[src/rtl/pvc_cfg.svh]
`ifndef PVC_CFG_SVH
`define PVC_CFG_SVH
// ==========================================
// Register byte offsets
`define PVC_A_CMD 8'h00
`define PVC_A_PIN0 8'h04
`define PVC_A_PIN1 8'h08
`define PVC_A_NEW0 8'h0C
`define PVC_A_NEW1 8'h10
`define PVC_A_STAT 8'h14
`define PVC_A_ACC 8'h18
`define PVC_A_QUAL 8'h1C
`define PVC_A_SLOT 8'h20
// ==========================================
// Command word fields
`define PVC_F_OP 7:0
`define PVC_F_P1 15:8
`define PVC_F_P2 23:16
`define PVC_F_LC 31:24
`define PVC_OP_VERIFY 8'h00
`define PVC_OP_CHANGE 8'h01
`define PVC_OP_DISABLE 8'h02
`define PVC_LC_EMPTY 8'h00
`define PVC_LC_PIN 8'h08
`define PVC_LC_CHANGE 8'h10
// ==========================================
// Status words
`define PVC_SW_OK 16'h9000
`define PVC_SW_RETRY 12'h63C
`define PVC_SW_BLOCKED 16'h6983
`define PVC_SW_COND 16'h6985
`define PVC_SW_P1P2 16'h6A86
`define PVC_SW_LEN 16'h6700
`define PVC_SW_INS 16'h6D00
// ==========================================
// Values
`define PVC_NSLOT 4
`define PVC_TRIES_INIT 2'h3
`define PVC_QUAL_USE 8'h08
`define PVC_QUAL_NONE 8'h00
`define PVC_PIN_DEFAULT 64'h3132333435363738
`define PVC_RESP_OK 2'h0
`define PVC_RESP_SLVERR 2'h2
`endif

[src/rtl/pvc_pkg.sv]
package pvc_pkg;
   typedef enum logic [0:0] {ST_IDLE, ST_EXEC} pvc_state_t;
   typedef logic [63:0] pvc_pin_t;
   typedef logic [1:0] pvc_cnt_t;
   typedef logic [15:0] pvc_sw_t;
endpackage

[src/rtl/pvc_pin_slot.sv]
`timescale 1ns/1ps
`default_nettype none
`include "pvc_cfg.svh"
module pvc_pin_slot
   import pvc_pkg::*;
(
   // Clock and resets
   input wire logic clk_i,
   input wire logic rst_ni,
   input wire logic init_i,
   // Actions
   input wire logic ok_i,
   input wire logic fail_i,
   input wire logic load_i,
   input wire logic dis_i,
   input wire logic repl_en_i,
   input wire logic [1:0] repl_idx_i,
   input wire logic qual_set_i,
   input wire pvc_pkg::pvc_pin_t pin_i,
   input wire pvc_pkg::pvc_pin_t new_pin_i,
   // State
   output logic match_o,
   output pvc_pkg::pvc_cnt_t cnt_o,
   output logic blocked_o,
   output logic disabled_o,
   output logic verified_o,
   output logic repl_v_o,
   output logic [1:0] repl_idx_o,
   output logic [7:0] qual_o
);
   // Non-volatile part: kept across session resets, only a factory load resets it
   pvc_pin_t pin_q, pin_d;
   pvc_cnt_t cnt_q, cnt_d;
   logic blk_q, blk_d, dis_q, dis_d, rv_q, rv_d, ver_q, ver_d;
   logic [1:0] ri_q, ri_d;
   logic [7:0] qual_q, qual_d;

   always_comb
   begin
      pin_d = pin_q;
      cnt_d = cnt_q;
      blk_d = blk_q;
      dis_d = dis_q;
      rv_d = rv_q;
      ri_d = ri_q;
      qual_d = qual_q;
      ver_d = ver_q;
      if (init_i)
      begin
         pin_d = `PVC_PIN_DEFAULT;
         cnt_d = `PVC_TRIES_INIT;
         blk_d = 1'b0;
         dis_d = 1'b0;
         rv_d = 1'b0;
         ri_d = 2'h0;
         qual_d = `PVC_QUAL_NONE;
         ver_d = 1'b0;
      end
      else
      begin
         if (ok_i)
         begin
            cnt_d = `PVC_TRIES_INIT;
            ver_d = 1'b1;
         end
         if (fail_i)
         begin
            cnt_d = cnt_q - 2'h1;
            blk_d = (cnt_q == 2'h1);
            ver_d = 1'b0;
         end
         if (load_i)
            pin_d = new_pin_i;
         if (dis_i)
         begin
            dis_d = 1'b1;
            rv_d = repl_en_i;
            ri_d = repl_idx_i;
         end
         if (qual_set_i)
            qual_d = `PVC_QUAL_USE;
      end
   end

   always_ff @(posedge clk_i)
   begin
      pin_q <= pin_d;
      cnt_q <= cnt_d;
      blk_q <= blk_d;
      dis_q <= dis_d;
      rv_q <= rv_d;
      ri_q <= ri_d;
      qual_q <= qual_d;
   end

   // Verified status is session state and is lost on reset
   always_ff @(posedge clk_i or negedge rst_ni)
   begin
      if (!rst_ni)
         ver_q <= 1'b0;
      else
         ver_q <= ver_d;
   end

   assign match_o = (pin_i == pin_q);
   assign cnt_o = cnt_q;
   assign blocked_o = blk_q;
   assign disabled_o = dis_q;
   assign verified_o = ver_q;
   assign repl_v_o = rv_q;
   assign repl_idx_o = ri_q;
   assign qual_o = qual_q;
endmodule // pvc_pin_slot
`default_nettype wire

[src/rtl/pvc_top.sv]
// Notes on behaviour
// - PIN compare; status shared by all channels
// - Verify with data only if enabled, unblocked
// - PIN-gated access needs verification unless disabled
// - Correct verify restores counter to three
// - Wrong verify decrements counter, any channel
// - Wrong answers 63C2, 63C1, then block, 63C0
// - Counter and blocked state survive power loss
// - Verify with data on blocked PIN: 6983
// - Blocked PIN never grants until unblocked
// - Empty verify returns 63CX in any state
// - Empty verify on blocked PIN gives 63C0
// - Reference byte: scope bit, 00, number, nonzero
// - Correct change: counter three, new PIN stored
// - Wrong change: decrement, PIN kept, three block
// - Replacement key qualifier set to 08
// - Access re-evaluated after successful disable
// - Disabled PIN frees files unless replaced
// - Several refs: any disabled, unreplaced one grants access
// - Disable refused when disabled or blocked
// - Correct disable: counter three, PIN disabled
// - Wrong disable: decrement, stays enabled, block
// - Disable P1: replace bit, 00, key number
//
// Our own choices: the placing of the registers and register access over AXI4-Lite.
`timescale 1ns/1ps
`default_nettype none
`include "pvc_cfg.svh"
module pvc_top
   import pvc_pkg::*;
(
   // Clock and reset
   input wire logic CLK_I,
   input wire logic NRST_I,
   // Factory load of stored PIN data
   input wire logic FACTORY_INIT_I,
   // AXI4-Lite write
   input wire logic [7:0] AWADDR_I,
   input wire logic AWVALID_I,
   output logic AWREADY_O,
   input wire logic [31:0] WDATA_I,
   input wire logic [3:0] WSTRB_I,
   input wire logic WVALID_I,
   output logic WREADY_O,
   output logic [1:0] BRESP_O,
   output logic BVALID_O,
   input wire logic BREADY_I,
   // AXI4-Lite read
   input wire logic [7:0] ARADDR_I,
   input wire logic ARVALID_I,
   output logic ARREADY_O,
   output logic [31:0] RDATA_O,
   output logic [1:0] RRESP_O,
   output logic RVALID_O,
   input wire logic RREADY_I,
   // Access result
   output logic GRANT_O
);
   import pvc_pkg::*;

   // ==========================================
   // Reset release
   logic rst_s1_q, rst_n;
   always_ff @(posedge CLK_I or negedge NRST_I)
   begin
      if (!NRST_I)
      begin
         rst_s1_q <= 1'b0;
         rst_n <= 1'b0;
      end
      else
      begin
         rst_s1_q <= 1'b1;
         rst_n <= rst_s1_q;
      end
   end

   // ==========================================
   // Bus slave
   logic [31:0] cmd_q, cmd_d, pin0_q, pin0_d, pin1_q, pin1_d;
   logic [31:0] new0_q, new0_d, new1_q, new1_d, rdata_q, rdata_d;
   logic [3:0] acc_q, acc_d;
   logic bvalid_q, bvalid_d, rvalid_q, rvalid_d, go_q, go_d;
   logic [1:0] bresp_q, bresp_d, rresp_q, rresp_d;
   logic wr_take, rd_take, wr_hit, rd_hit;
   logic [31:0] rd_word, stat_word, qual_word, slot_word;
   pvc_sw_t sw_q, sw_d;
   logic grant_q, grant_d;
   pvc_cnt_t cnt_a [`PVC_NSLOT];
   logic blk_a [`PVC_NSLOT];
   logic dis_a [`PVC_NSLOT];
   logic ver_a [`PVC_NSLOT];
   logic match_a [`PVC_NSLOT];
   logic rv_a [`PVC_NSLOT];
   logic [1:0] ri_a [`PVC_NSLOT];
   logic [7:0] qual_a [`PVC_NSLOT];

   function automatic logic [31:0] merge(input logic [31:0] old, input logic [31:0] nw,
                                         input logic [3:0] strb);
      logic [31:0] r;
      r = old;
      for (int b = 0; b < 4; b++)
         if (strb[b])
            r[b*8 +: 8] = nw[b*8 +: 8];
      return r;
   endfunction

   assign wr_take = AWVALID_I && WVALID_I && !bvalid_q;
   assign rd_take = ARVALID_I && !rvalid_q;
   assign AWREADY_O = wr_take;
   assign WREADY_O = wr_take;
   assign ARREADY_O = rd_take;
   assign wr_hit = (AWADDR_I[1:0] == 2'h0) && (AWADDR_I <= `PVC_A_ACC)
                   && (AWADDR_I != `PVC_A_STAT);
   assign rd_hit = (ARADDR_I[1:0] == 2'h0) && (ARADDR_I <= `PVC_A_SLOT);

   always_comb
   begin
      stat_word = {15'h0, grant_q, sw_q};
      for (int i = 0; i < `PVC_NSLOT; i++)
      begin
         qual_word[i*8 +: 8] = qual_a[i];
         slot_word[i*8 +: 8] = {3'h0, ver_a[i], dis_a[i], blk_a[i], cnt_a[i]};
      end
      case (ARADDR_I)
         `PVC_A_CMD: rd_word = cmd_q;
         `PVC_A_STAT: rd_word = stat_word;
         `PVC_A_ACC: rd_word = {28'h0, acc_q};
         `PVC_A_QUAL: rd_word = qual_word;
         `PVC_A_SLOT: rd_word = slot_word;
         default: rd_word = 32'h0;
      endcase
   end

   always_comb
   begin
      cmd_d = cmd_q;
      pin0_d = pin0_q;
      pin1_d = pin1_q;
      new0_d = new0_q;
      new1_d = new1_q;
      acc_d = acc_q;
      go_d = 1'b0;
      bvalid_d = bvalid_q && !BREADY_I;
      bresp_d = bresp_q;
      rvalid_d = rvalid_q && !RREADY_I;
      rresp_d = rresp_q;
      rdata_d = rdata_q;
      if (wr_take)
      begin
         bvalid_d = 1'b1;
         bresp_d = wr_hit ? `PVC_RESP_OK : `PVC_RESP_SLVERR;
         case (AWADDR_I)
            `PVC_A_CMD:
            begin
               cmd_d = merge(cmd_q, WDATA_I, WSTRB_I);
               go_d = 1'b1;
            end
            `PVC_A_PIN0: pin0_d = merge(pin0_q, WDATA_I, WSTRB_I);
            `PVC_A_PIN1: pin1_d = merge(pin1_q, WDATA_I, WSTRB_I);
            `PVC_A_NEW0: new0_d = merge(new0_q, WDATA_I, WSTRB_I);
            `PVC_A_NEW1: new1_d = merge(new1_q, WDATA_I, WSTRB_I);
            `PVC_A_ACC: acc_d = 4'(merge({28'h0, acc_q}, WDATA_I, WSTRB_I));
            default: ;
         endcase
      end
      if (rd_take)
      begin
         rvalid_d = 1'b1;
         rresp_d = rd_hit ? `PVC_RESP_OK : `PVC_RESP_SLVERR;
         rdata_d = rd_hit ? rd_word : 32'h0;
      end
   end

   always_ff @(posedge CLK_I or negedge rst_n)
   begin
      if (!rst_n)
      begin
         cmd_q <= 32'h0;
         pin0_q <= 32'h0;
         pin1_q <= 32'h0;
         new0_q <= 32'h0;
         new1_q <= 32'h0;
         acc_q <= 4'h0;
         go_q <= 1'b0;
         bvalid_q <= 1'b0;
         bresp_q <= `PVC_RESP_OK;
         rvalid_q <= 1'b0;
         rresp_q <= `PVC_RESP_OK;
         rdata_q <= 32'h0;
      end
      else
      begin
         cmd_q <= cmd_d;
         pin0_q <= pin0_d;
         pin1_q <= pin1_d;
         new0_q <= new0_d;
         new1_q <= new1_d;
         acc_q <= acc_d;
         go_q <= go_d;
         bvalid_q <= bvalid_d;
         bresp_q <= bresp_d;
         rvalid_q <= rvalid_d;
         rresp_q <= rresp_d;
         rdata_q <= rdata_d;
      end
   end

   assign BVALID_O = bvalid_q;
   assign BRESP_O = bresp_q;
   assign RVALID_O = rvalid_q;
   assign RRESP_O = rresp_q;
   assign RDATA_O = rdata_q;

   // ==========================================
   // Command engine
   pvc_state_t st_q, st_d;
   logic [7:0] op, p1, p2, lc;
   logic ref_ok, rk_ok, exec;
   logic [1:0] slot, rslot;
   logic s_cnt_hi, s_blk, s_dis, s_match;
   pvc_cnt_t s_cnt;
   logic do_ok, do_fail, do_load, do_dis, do_repl;
   logic [`PVC_NSLOT-1:0] ok_v, fail_v, load_v, dis_v, qual_v;

   assign op = cmd_q[`PVC_F_OP];
   assign p1 = cmd_q[`PVC_F_P1];
   assign p2 = cmd_q[`PVC_F_P2];
   assign lc = cmd_q[`PVC_F_LC];
   assign exec = (st_q == ST_EXEC);
   // Reference numbers 1 to 4 map onto the four slots; scope bit is not split
   assign ref_ok = (p2[6:5] == 2'h0) && (p2[4:0] != 5'h0) && (p2[4:0] <= 5'h4);
   assign slot = p2[1:0] - 2'h1;
   assign rk_ok = (p1[4:0] != 5'h0) && (p1[4:0] <= 5'h4);
   assign rslot = p1[1:0] - 2'h1;
   assign s_cnt = cnt_a[slot];
   assign s_blk = blk_a[slot];
   assign s_dis = dis_a[slot];
   assign s_match = match_a[slot];
   assign s_cnt_hi = (s_cnt > 2'h1);

   always_comb
   begin
      st_d = go_q ? ST_EXEC : ST_IDLE;
      sw_d = sw_q;
      do_ok = 1'b0;
      do_fail = 1'b0;
      do_load = 1'b0;
      do_dis = 1'b0;
      do_repl = 1'b0;
      if (exec)
      begin
         if (!ref_ok)
            sw_d = `PVC_SW_P1P2;
         else
            case (op)
               `PVC_OP_VERIFY:
                  if (p1 != 8'h0)
                     sw_d = `PVC_SW_P1P2;
                  else if (lc == `PVC_LC_EMPTY)
                     sw_d = {`PVC_SW_RETRY, 2'h0, s_cnt};
                  else if (lc != `PVC_LC_PIN)
                     sw_d = `PVC_SW_LEN;
                  else if (s_blk)
                     sw_d = `PVC_SW_BLOCKED;
                  else if (s_dis)
                     sw_d = `PVC_SW_COND;
                  else
                  begin
                     do_ok = s_match;
                     do_fail = !s_match;
                  end
               `PVC_OP_CHANGE:
                  if (p1 != 8'h0)
                     sw_d = `PVC_SW_P1P2;
                  else if (lc != `PVC_LC_CHANGE)
                     sw_d = `PVC_SW_LEN;
                  else if (s_blk || s_dis)
                     sw_d = s_blk ? `PVC_SW_BLOCKED : `PVC_SW_COND;
                  else
                  begin
                     do_ok = s_match;
                     do_load = s_match;
                     do_fail = !s_match;
                  end
               `PVC_OP_DISABLE:
                  if (p1[6:5] != 2'h0 || (p1[7] && !rk_ok))
                     sw_d = `PVC_SW_P1P2;
                  else if (lc != `PVC_LC_PIN)
                     sw_d = `PVC_SW_LEN;
                  else if (s_blk || s_dis)
                     sw_d = `PVC_SW_COND;
                  else
                  begin
                     do_ok = s_match;
                     do_dis = s_match;
                     do_repl = s_match && p1[7];
                     do_fail = !s_match;
                  end
               default: sw_d = `PVC_SW_INS;
            endcase
         if (do_ok)
            sw_d = `PVC_SW_OK;
         if (do_fail)
            sw_d = {`PVC_SW_RETRY, 2'h0, s_cnt - 2'h1};
      end
   end

   // Grant is rebuilt every cycle, so a disable is reflected on the next edge
   always_comb
   begin
      grant_d = (acc_q == 4'h0);
      for (int i = 0; i < `PVC_NSLOT; i++)
         if (acc_q[i])
         begin
            if (dis_a[i])
               grant_d = grant_d || !rv_a[i]
                         || (ver_a[ri_a[i]] && !blk_a[ri_a[i]]);
            else
               grant_d = grant_d || (ver_a[i] && !blk_a[i]);
         end
   end

   always_ff @(posedge CLK_I or negedge rst_n)
   begin
      if (!rst_n)
      begin
         st_q <= ST_IDLE;
         sw_q <= `PVC_SW_OK;
         grant_q <= 1'b0;
      end
      else
      begin
         st_q <= st_d;
         sw_q <= sw_d;
         grant_q <= grant_d;
      end
   end

   assign GRANT_O = grant_q;

   // ==========================================
   // PIN slots
   always_comb
   begin
      for (int i = 0; i < `PVC_NSLOT; i++)
      begin
         ok_v[i] = do_ok && (slot == i[1:0]);
         fail_v[i] = do_fail && (slot == i[1:0]);
         load_v[i] = do_load && (slot == i[1:0]);
         dis_v[i] = do_dis && (slot == i[1:0]);
         qual_v[i] = do_repl && (rslot == i[1:0]);
      end
   end

   // Counter, blocked flag and stored PIN sit in non-volatile slots
   for (genvar g = 0; g < `PVC_NSLOT; g++)
   begin : g_slot
      pvc_pin_slot u_slot (
         .clk_i(CLK_I), .rst_ni(rst_n), .init_i(FACTORY_INIT_I),
         .ok_i(ok_v[g]), .fail_i(fail_v[g]), .load_i(load_v[g]),
         .dis_i(dis_v[g]), .repl_en_i(do_repl), .repl_idx_i(rslot),
         .qual_set_i(qual_v[g]), .pin_i({pin1_q, pin0_q}), .new_pin_i({new1_q, new0_q}),
         .match_o(match_a[g]), .cnt_o(cnt_a[g]), .blocked_o(blk_a[g]),
         .disabled_o(dis_a[g]), .verified_o(ver_a[g]), .repl_v_o(rv_a[g]),
         .repl_idx_o(ri_a[g]), .qual_o(qual_a[g])
      );
   end
endmodule // pvc_top
`default_nettype wire

[config.mk]
export PLATFORM = sky130hd
export DESIGN_NAME = pvc_top
export DESIGN_NICKNAME = d
export VERILOG_FILES = /design/src/rtl/pvc_pkg.sv /design/src/rtl/pvc_pin_slot.sv /design/src/rtl/pvc_top.sv
export VERILOG_INCLUDE_DIRS = /design/src /design/src/rtl
export SDC_FILE = /design/constraint.sdc
export NUM_CORES = 1
export LEC_CHECK = 0
export BUFFER_PORTS_ARGS = -buffer_cell sky130_fd_sc_hd__buf_4
export CORE_MARGIN = 2
export CORE_UTILIZATION = 36
export CTS_CLUSTER_DIAMETER = 150
export CTS_CLUSTER_SIZE = 14
export DETAILED_ROUTE_END_ITERATION = 12
export PLACE_DENSITY = 0.52
export SLEW_MARGIN = 20
export SYNTH_ARGS = -nofsm -noshare
export SYNTH_HDL_FRONTEND = slang
export SYNTH_SLANG_ARGS = --single-unit
export TNS_END_PERCENT = 30
[constraint.sdc]
create_clock -name CLK_I -period 10.09 [get_ports CLK_I]
set_input_delay 2.018 -clock CLK_I [delete_from_list [all_inputs] [get_ports CLK_I]]
set_output_delay 2.018 -clock CLK_I [all_outputs]
set_load 0.05 [all_outputs]
; ---- Yosys cells after proc, flatten, opt, wreduce, memory -nomap -nowiden
; Index checks and enable logic that the tools add are counted.
[classes]
addsub = 7
order_cmp = 9
eq_ne = 31
mux = 129
bitwise_logic = 5
reduce_logical = 117
[op_table]
columns = op, n
row1 = 64-bit equality test, 4
row2 = 16-bit two-way mux, 14
row3 = 32-bit one-hot mux with 5 select lines, 1
row4 = 1-bit two-way mux, 85
row5 = 3-bit AND reduction, 21
row6 = 16-bit one-hot mux with 3 select lines, 1
row7 = 1-bit logical AND, 41
row8 = "8-bit by 5-bit equality test with 1-bit output, second input constant", 5
row9 = 8-bit logical NOT, 4
row10 = 32-bit two-way mux, 1
row11 = 2-bit two-way mux, 12
row12 = 1-bit binary-select mux with 2-bit select, 11
row13 = 1-bit logical NOT, 18
row14 = "8-bit by 4-bit equality test with 1-bit output, second input constant", 2
row15 = "8-bit by 5-bit != test with 1-bit output, second input constant", 2
row16 = "3-bit greater-or-equal comparator, second input constant", 5
row17 = 2-bit inverter with 3-bit output, 5
row18 = 1-bit logical OR, 14
row19 = "7-bit != test, second input constant", 2
row20 = "2-bit by 1-bit subtractor with 2-bit output, second input constant", 7
row21 = "2-bit by 1-bit equality test with 1-bit output, second input constant", 6
row22 = 3-bit nonzero test, 4
row23 = "5-bit by 3-bit less-or-equal comparator with 1-bit output, second input constant", 2
row24 = 2-bit logical NOT, 5
row25 = 17 further kinds, 26
[word_totals]
ff_bits = 515
out_inout_bits = 42
word_cells = 362

; ---- Longest topological paths before layout
; Gate-level depths: netlist of the first run.
[logic_depth]
depth_word = 21
ltp_mapped = 13
mapped_depth_nobuf = 10

; ---- By module
; From an unflattened synthesis of the first run, not the netlist that was laid out.
[hier_totals]
hier_cells = 2122
area_unflattened_um2 = 23376.2
[modules_own_cells]
columns = module, n_inst, cells_per_inst, area_per_inst_um2, seq_area_each_um2
row1 = pvc_pin_slot, 4, 334, 3372.0, 1466.4
row2 = pvc_top, 1, 786, 9888.2, 5406.4

; ---- Worst setup path before layout of the first run
; Ideal clock, no wire load.
[synth_path]
path_kind = input to output
start = input AWVALID_I
end = output WREADY_O
t_arrival_ns = 3.258
path_slack_ns = 4.814
path_stages = 4
path_buffers = 2
cell_sequence = nand2_1 nor2_1 clkbuf_1 buf_4
[synth_via]
elab_chain_cells = 2
[synth_lines]
columns = item, line
row1 = "start, declared", pvc_top.sv:39  ; input wire logic AWVALID_I,
row2 = 1-bit logical AND (2 in series), pvc_top.sv:108  ; assign wr_take = AWVALID_I && WVALID_I && !bvalid_q;
row3 = "end, declared", pvc_top.sv:44  ; output logic WREADY_O,
; No other way between the ends.

; ---- Final worst setup path of the first run
[layout_path]
start = input AWVALID_I
end = output AWREADY_O
[layout_via]
elab_chain_cells = 2
[layout_lines]
columns = item, line
row1 = 1-bit logical AND (2 in series), pvc_top.sv:108
row2 = "end, declared", pvc_top.sv:40  ; output logic AWREADY_O,
; No other way between the ends.

==> results of run 1 <==
-- power by group --
| group | internal (µW) | switching [µW] |
|---|---|---|
| registers | 2030 | 18.0 |
| clock network | 834 | 775 |
| logic | 47.7 | 131 |
-- worst register-to-register path: cells and delay by family (launching register included) --
kind	cells	cell delay, ns
buffers and inverters	2	1.10
multiplexers	2	1.02
AND/OR/NAND/NOR	3	0.86
AO/OA/AOI/OAI	1	0.45
adder cells (fa/ha/maj)	1	0.65
flip-flops	1	0.69
-- synth_stat cells (all sizes together) (7+ instances only) --
library cell,n
a2111oi,7
a21oi,32
a22o,10
buf,37
clkbuf,102
dfrtp,219
dfxtp,288
ha,13
inv,61
mux2,155
mux2i,293
nand2,269
nand2b,26
nand3,20
nand4,45
nor2,208
nor2b,29
nor3,10
nor4,37
o211ai,8
o21ai,50
o22ai,18
o2bb2ai,7
or4,8
xnor2,112
xor2,84
-- kinds of logic (layout without fill, tap and decap cells) --
family	count (synthesis)	count (layout)	share of synthesized area, %
other	2	4	0.0319
muxes	454	454	20.5
DFF	508	508	48.0
adders and majority gates	13	13	0.692
AOI/OAI and AO/OA	200	200	6.06
xor gates and xnor gates	196	196	7.30
and+or+nand+nor	686	686	13.3
buffers and inverters	200	257	4.17
-- layout make-up --
class	count	area [µm²]	share of cell area, %
diodes	1	2.50	0.00962
clock buffers	76	1240	4.78
clock inverters	1	11.3	0.0433
inverters	61	234	0.899
multi-input cells	1552	11300	43.4
flip-flops and latches	508	11300	43.3
well taps	855	1070	4.11
repair buffers	119	897	3.45
-- layer usage --
layer	track usage (%)	share of wire (%)	vias up
li1	-	-	7828
met1	31.1	44	8634
met2	42.0	50	379
met3	2.85	3.9	107
met4	7.02	2.9	2
met5	0	0.016	-
-- worst paths after layout --
| check | end | cells past startpoint |
|---|---|---|
| max | AWREADY_O | 5 |
| min | BVALID_O | 0 |
| max reg2reg | g_slot[0].u_slot.pin_q[24] | 9 |
| min reg2reg | BVALID_O | 0 |
| max in group asynchronous | new1_q[20] | 2 |
| min in group CLK_I | rst_n | 0 |
-- stage by stage --
| step | hold slack (ns) | util, % | setup WS [ns] |
|---|---|---|---|
| 2_1_floorplan | 0.331 | - | 3.51 |
| 5_1_grt | 0.373 | 40.4 | 5.02 |
| 6_report | 0.321 | 40.4 | 5.22 |
| 3_3_place_gp | 0.335 | 38.4 | 5.07 |
| 4_1_cts | 0.351 | 40.3 | 5.25 |
| 3_5_place_dp | 0.338 | 38.4 | 4.96 |
-- sequential cells by signal, indices dropped and copies added, names as in the netlist, 8 cells and up --
name and flops:
RDATA_O 32, sw_q 11, g_slot.u_slot.pin_q 256, cmd_q 32, g_slot.u_slot.repl_idx_o 8, pin1_q 32, new1_q 32, g_slot.u_slot.cnt_o 8
new0_q 32, pin0_q 32
==> reports/results.ini, run 1 <==
[finish]
syn2layout_area_growth_pct = 10.7
final_area_mm2 = 0.0260
fill_cells = 6321
fin_cells = 3173
layout_common_cells = mux2i_1, dfxtp_1, nand2_1, dfrtp_1, nor2_1
final_common_cell = mux2i_1
final_layout_size_suffix_gt1_share_pct = 15.1
final_nets = 2357

[worst_setup_path]
startpoint = AWVALID_I
critPathMaxStageDelay_ns = 0.28
path_delay_family = buffers and inverters
critPathLaunchType = input pin
crit_slowest_cell = buf_4
worstReg2RegStart = cmd_q[16]
worstSetupPathType = in2out
crit_top_cell = buf_4
cp-end-kind = primary output
arrival_ns = 2.85
required_ns = 8.07
worst-path-buf-inv = 3
crit_chain = buf_4, nand2_1, nor2_1, buf_4, buf_4
reg2reg_slack_ns = 5.25
crit_path_max_fanout = 14

[clocking]
path_clk_slew_ns = 0.07
htreeDepth = 2
clockBufferDepth = 3
clk-insertion-delay-late_ns = 0.59
cts-resized-gates = 0
post-cts-setup-buffer-count = 0
clock-root-buffer = clkbuf_16
cts_buffers = 42
cts_tree = built
cts_num_sinks = 508
hold_buffers = 0

[sta]
period_share_pct = 48.3
worst_pin_slew_ns = 1.13
setup_viol = 0
grt_setup_unrepaired = false
post-route-min-period_ns = 4.87
clock.fmax_mhz = 205
fin_skew_ns = 0.0252
slew_violations = 0
relSlewSlack_pct = 23.9
hold_viol_final = 0
fin_setup_tns_ns = 0

[power_and_ir_drop]
ir_drop_mv = 0.113
power_density_mw_per_mm2 = 147
leakage_uw = 0.0118
power_uw = 3830

[run_status]
outcome = finished, final reports clean

[drt]
drc_errors = 0
vias = 17000
antenna_left = 0
first_pass_iters = 5
routed_wl_mm = 81.3
drt_iter0_markers = 1134
routedWlPerCell_um = 25.6
viasPerCell = 5.34

[place]
placed_area_mm2 = 0.0247
gp_congestion = 0.914
hpwl_mm = 60.1
port_buffers = 99
dpl.cell_count = 3095

[floorplan]
dieHeight_um = 260
core_area_mm2 = 0.0645
initial_core_util_pct = 36.5
io_pins = 102
die_x_um = 260
die_area_mm2 = 0.0674
rows = 93

[min_path]
hp-class = reg2async

[global_routing]
antenna_found_initial = 7
grt_overflow = 0
track_usage_pct = 24.0
grt_pass1_vias = 17200
grt_max_degree = 101
grt_first_pass_wirelength_mm = 118

[synthesis]
syn_inst = 2259
syn_area_per_cell_um2 = 10.4
synth_area_leaders = dfxtp_1, dfrtp_1, mux2i_1, mux2_2, nand2_1
synth_ff_type = dfxtp_1
ys_ff_latch = 508
yosysWarnings = 0
yosysSeqAreaShare_pct = 48.0
syn_area_mm2 = 0.0235
yosys.area.top_type_share_pct = 24.5
yosys.area.top_type = dfxtp_1
ys_async_sr_fraction_pct = 43.3
ys_types = 74
synth_edf_count = 0

[run]
maxCapViolations = 0

No activity file was read; power rests on OpenSTA's default activity.
==> inputs of run 2 (changes only) <==
==> constraint.sdc (replaced) <==
create_clock -name CLK_I -period 5 [get_ports CLK_I]
set_input_delay 1 -clock CLK_I [delete_from_list [all_inputs] [get_ports CLK_I]]
set_output_delay 1 -clock CLK_I [all_outputs]
set_load 0.05 [all_outputs]
==> reports/results.ini, run 2 (synthesized netlist as in run 1, its figures left out) <==
[run_status]
outcome = finished, final reports clean

[finish]
final_layout_size_suffix_gt1_share_pct = 15.5
syn2layout_area_growth_pct = 11.5
final_common_cell = mux2i_1
largest_reg_flops = 256
layout_common_cells = mux2i_1, dfxtp_1, nand2_1, dfrtp_1, nor2_1
top_register = g_slot.u_slot.pin_q
fin_cells = 3186
final_nets = 2371

[worst_setup_path]
startpoint = pin1_q[21]
critPathLaunchType = register
crit_path_max_fanout = 29
reg2reg_slack_ns = 0.89
arrival_ns = 4.61
worstReg2RegStart = pin1_q[21]
reg2reg_to = g_slot[0].u_slot.pin_q[36]
required_ns = 5.50
cp-endpoint = g_slot[0].u_slot.pin_q[36]
crit_slowest_cell = nor4_1
crit_top_cell = nand4_1
crit_chain = xnor2_1, nand4_1, nor4_1, nand4_1, o22ai_2, and3_1, o211a_4, buf_12, mux2i_1
cp-end-kind = register
worstSetupPathType = reg2reg
crit_cells = 9
critPathMaxStageDelay_ns = 0.63
worst-path-buf-inv = 1
rr_worst_depth = 9
path_delay_family = simple AND/OR/NAND/NOR gates

[floorplan]
dieHeight_um = 260
core_area_mm2 = 0.0645
die_x_um = 260
die_area_mm2 = 0.0674
initial_core_util_pct = 36.5
rows = 93
io_pins = 102

[drt]
antenna_left = 0
routed_wl_mm = 81.3
first_pass_iters = 5
drt_iter0_markers = 1131
viasPerCell = 5.38
routedWlPerCell_um = 25.5
vias = 17100
drc_errors = 0

[sta]
layout_setup_ws_ns = 0.895
clock.fmax_mhz = 244
relSlewSlack_pct = 24.7
grt_setup_unrepaired = false
setup_viol = 0
worst_pin_slew_ns = 1.13
fin_skew_ns = 0.0289
fin_setup_tns_ns = 0
post-route-min-period_ns = 4.11
hold_viol_final = 0
slew_violations = 0
period_share_pct = 82.1

[clocking]
clock-root-buffer = clkbuf_16
path_clk_slew_ns = 0.07
cts_num_sinks = 508
cts_tree = built
hold_buffers = 0
post-cts-setup-buffer-count = 0
htreeDepth = 2
cts-resized-gates = 0
clk-insertion-delay-late_ns = 0.59
cts_buffers = 42
clockBufferDepth = 3

[global_routing]
track_usage_pct = 24.0
grt_overflow = 0
grt_max_degree = 131
grt_pass1_vias = 17100
grt_first_pass_wirelength_mm = 119
antenna_found_initial = 7

[place]
dpl.cell_count = 3109
gp_congestion = 0.905
dp_worst_setup_slack_ns = 0.971
hpwl_mm = 59.7
port_buffers = 99

[power_and_ir_drop]
p_sw_uw = 1880
power_frac_comb_pct = 4.7
p_int_uw = 5870
ir_drop_mv = 0.212
p_sw_share_pct = 24.2
power_frac_clock_pct = 42.0
seq_power_share_pct = 53.2
leakage_uw = 0.0119
power_density_mw_per_mm2 = 296

[min_path]
hp-class = in2async

[run]
maxCapViolations = 0

## run 2: layout make-up
type / count / area [µm²]
diodes: 1 / 2.50
clock buffers: 75 / 1240
clock inverters: 1 / 11.3
fillers: 6307 / 38300
inverters: 61 / 234
multi-input cells: 1552 / 11300
flip-flops and latches: 508 / 11300
well taps: 855 / 1070
repair buffers: 133 / 1100
## run 2: worst register-to-register path, cell delays in order, from the launching register on
cell and delay [ns]:
dfrtp_1 0.45, xnor2_1 0.48, nand4_1 0.24, nor4_1 0.63, nand4_1 0.25, o22ai_2 0.49
and3_1 0.43, o211a_4 0.47, buf_12 0.30, mux2i_1 0.28
## run 2: metal layers
metal	vias up	track usage, %	wire, µm
met5	-	0	0
met4	0	7.60	2580
met3	106	2.74	3120
met2	405	41.9	40600
met1	8750	31.0	35000
li1	7878	-	-
## run 2: how the worst min path moves through the flow
stage                     startpoint          to  slack (ns)  cells after the start
after floorplan             rst_s1_q       rst_n        0.33                      0
final                         NRST_I       rst_n        0.19                      1
after CTS                     NRST_I       rst_n        0.16                      1
after global routing          NRST_I       rst_n        0.16                      1
after global placement         rst_n  pin1_q[13]        0.31                      0
after detailed placement       rst_n  pin1_q[14]        0.32                      0
## run 2: through the flow
| stage | util [%] | hold slack, ns | area [µm²] | total power, µW |
|---|---|---|---|---|
| 2_1_floorplan | - | 0.331 | 23500 | 4390 |
| 3_3_place_gp | 38.7 | 0.314 | 24900 | 4580 |
| 3_5_place_dp | 38.7 | 0.322 | 24900 | 4590 |
| 4_1_cts | 40.6 | 0.160 | 26200 | 7830 |
| 5_1_grt | 40.6 | 0.160 | 26200 | 8010 |
| 6_report | 40.6 | 0.188 | 26200 | 7750 |
## run 2: power groups by stage
stage / Clock [µW] / Sequential, µW / Combinational [µW]
6_report: 3260 / 4120 / 367
5_1_grt: 3490 / 4130 / 393
4_1_cts: 3330 / 4120 / 372
3_5_place_dp: 0 / 4210 / 372
3_3_place_gp: 0 / 4210 / 369
2_1_floorplan: 0 / 4230 / 165
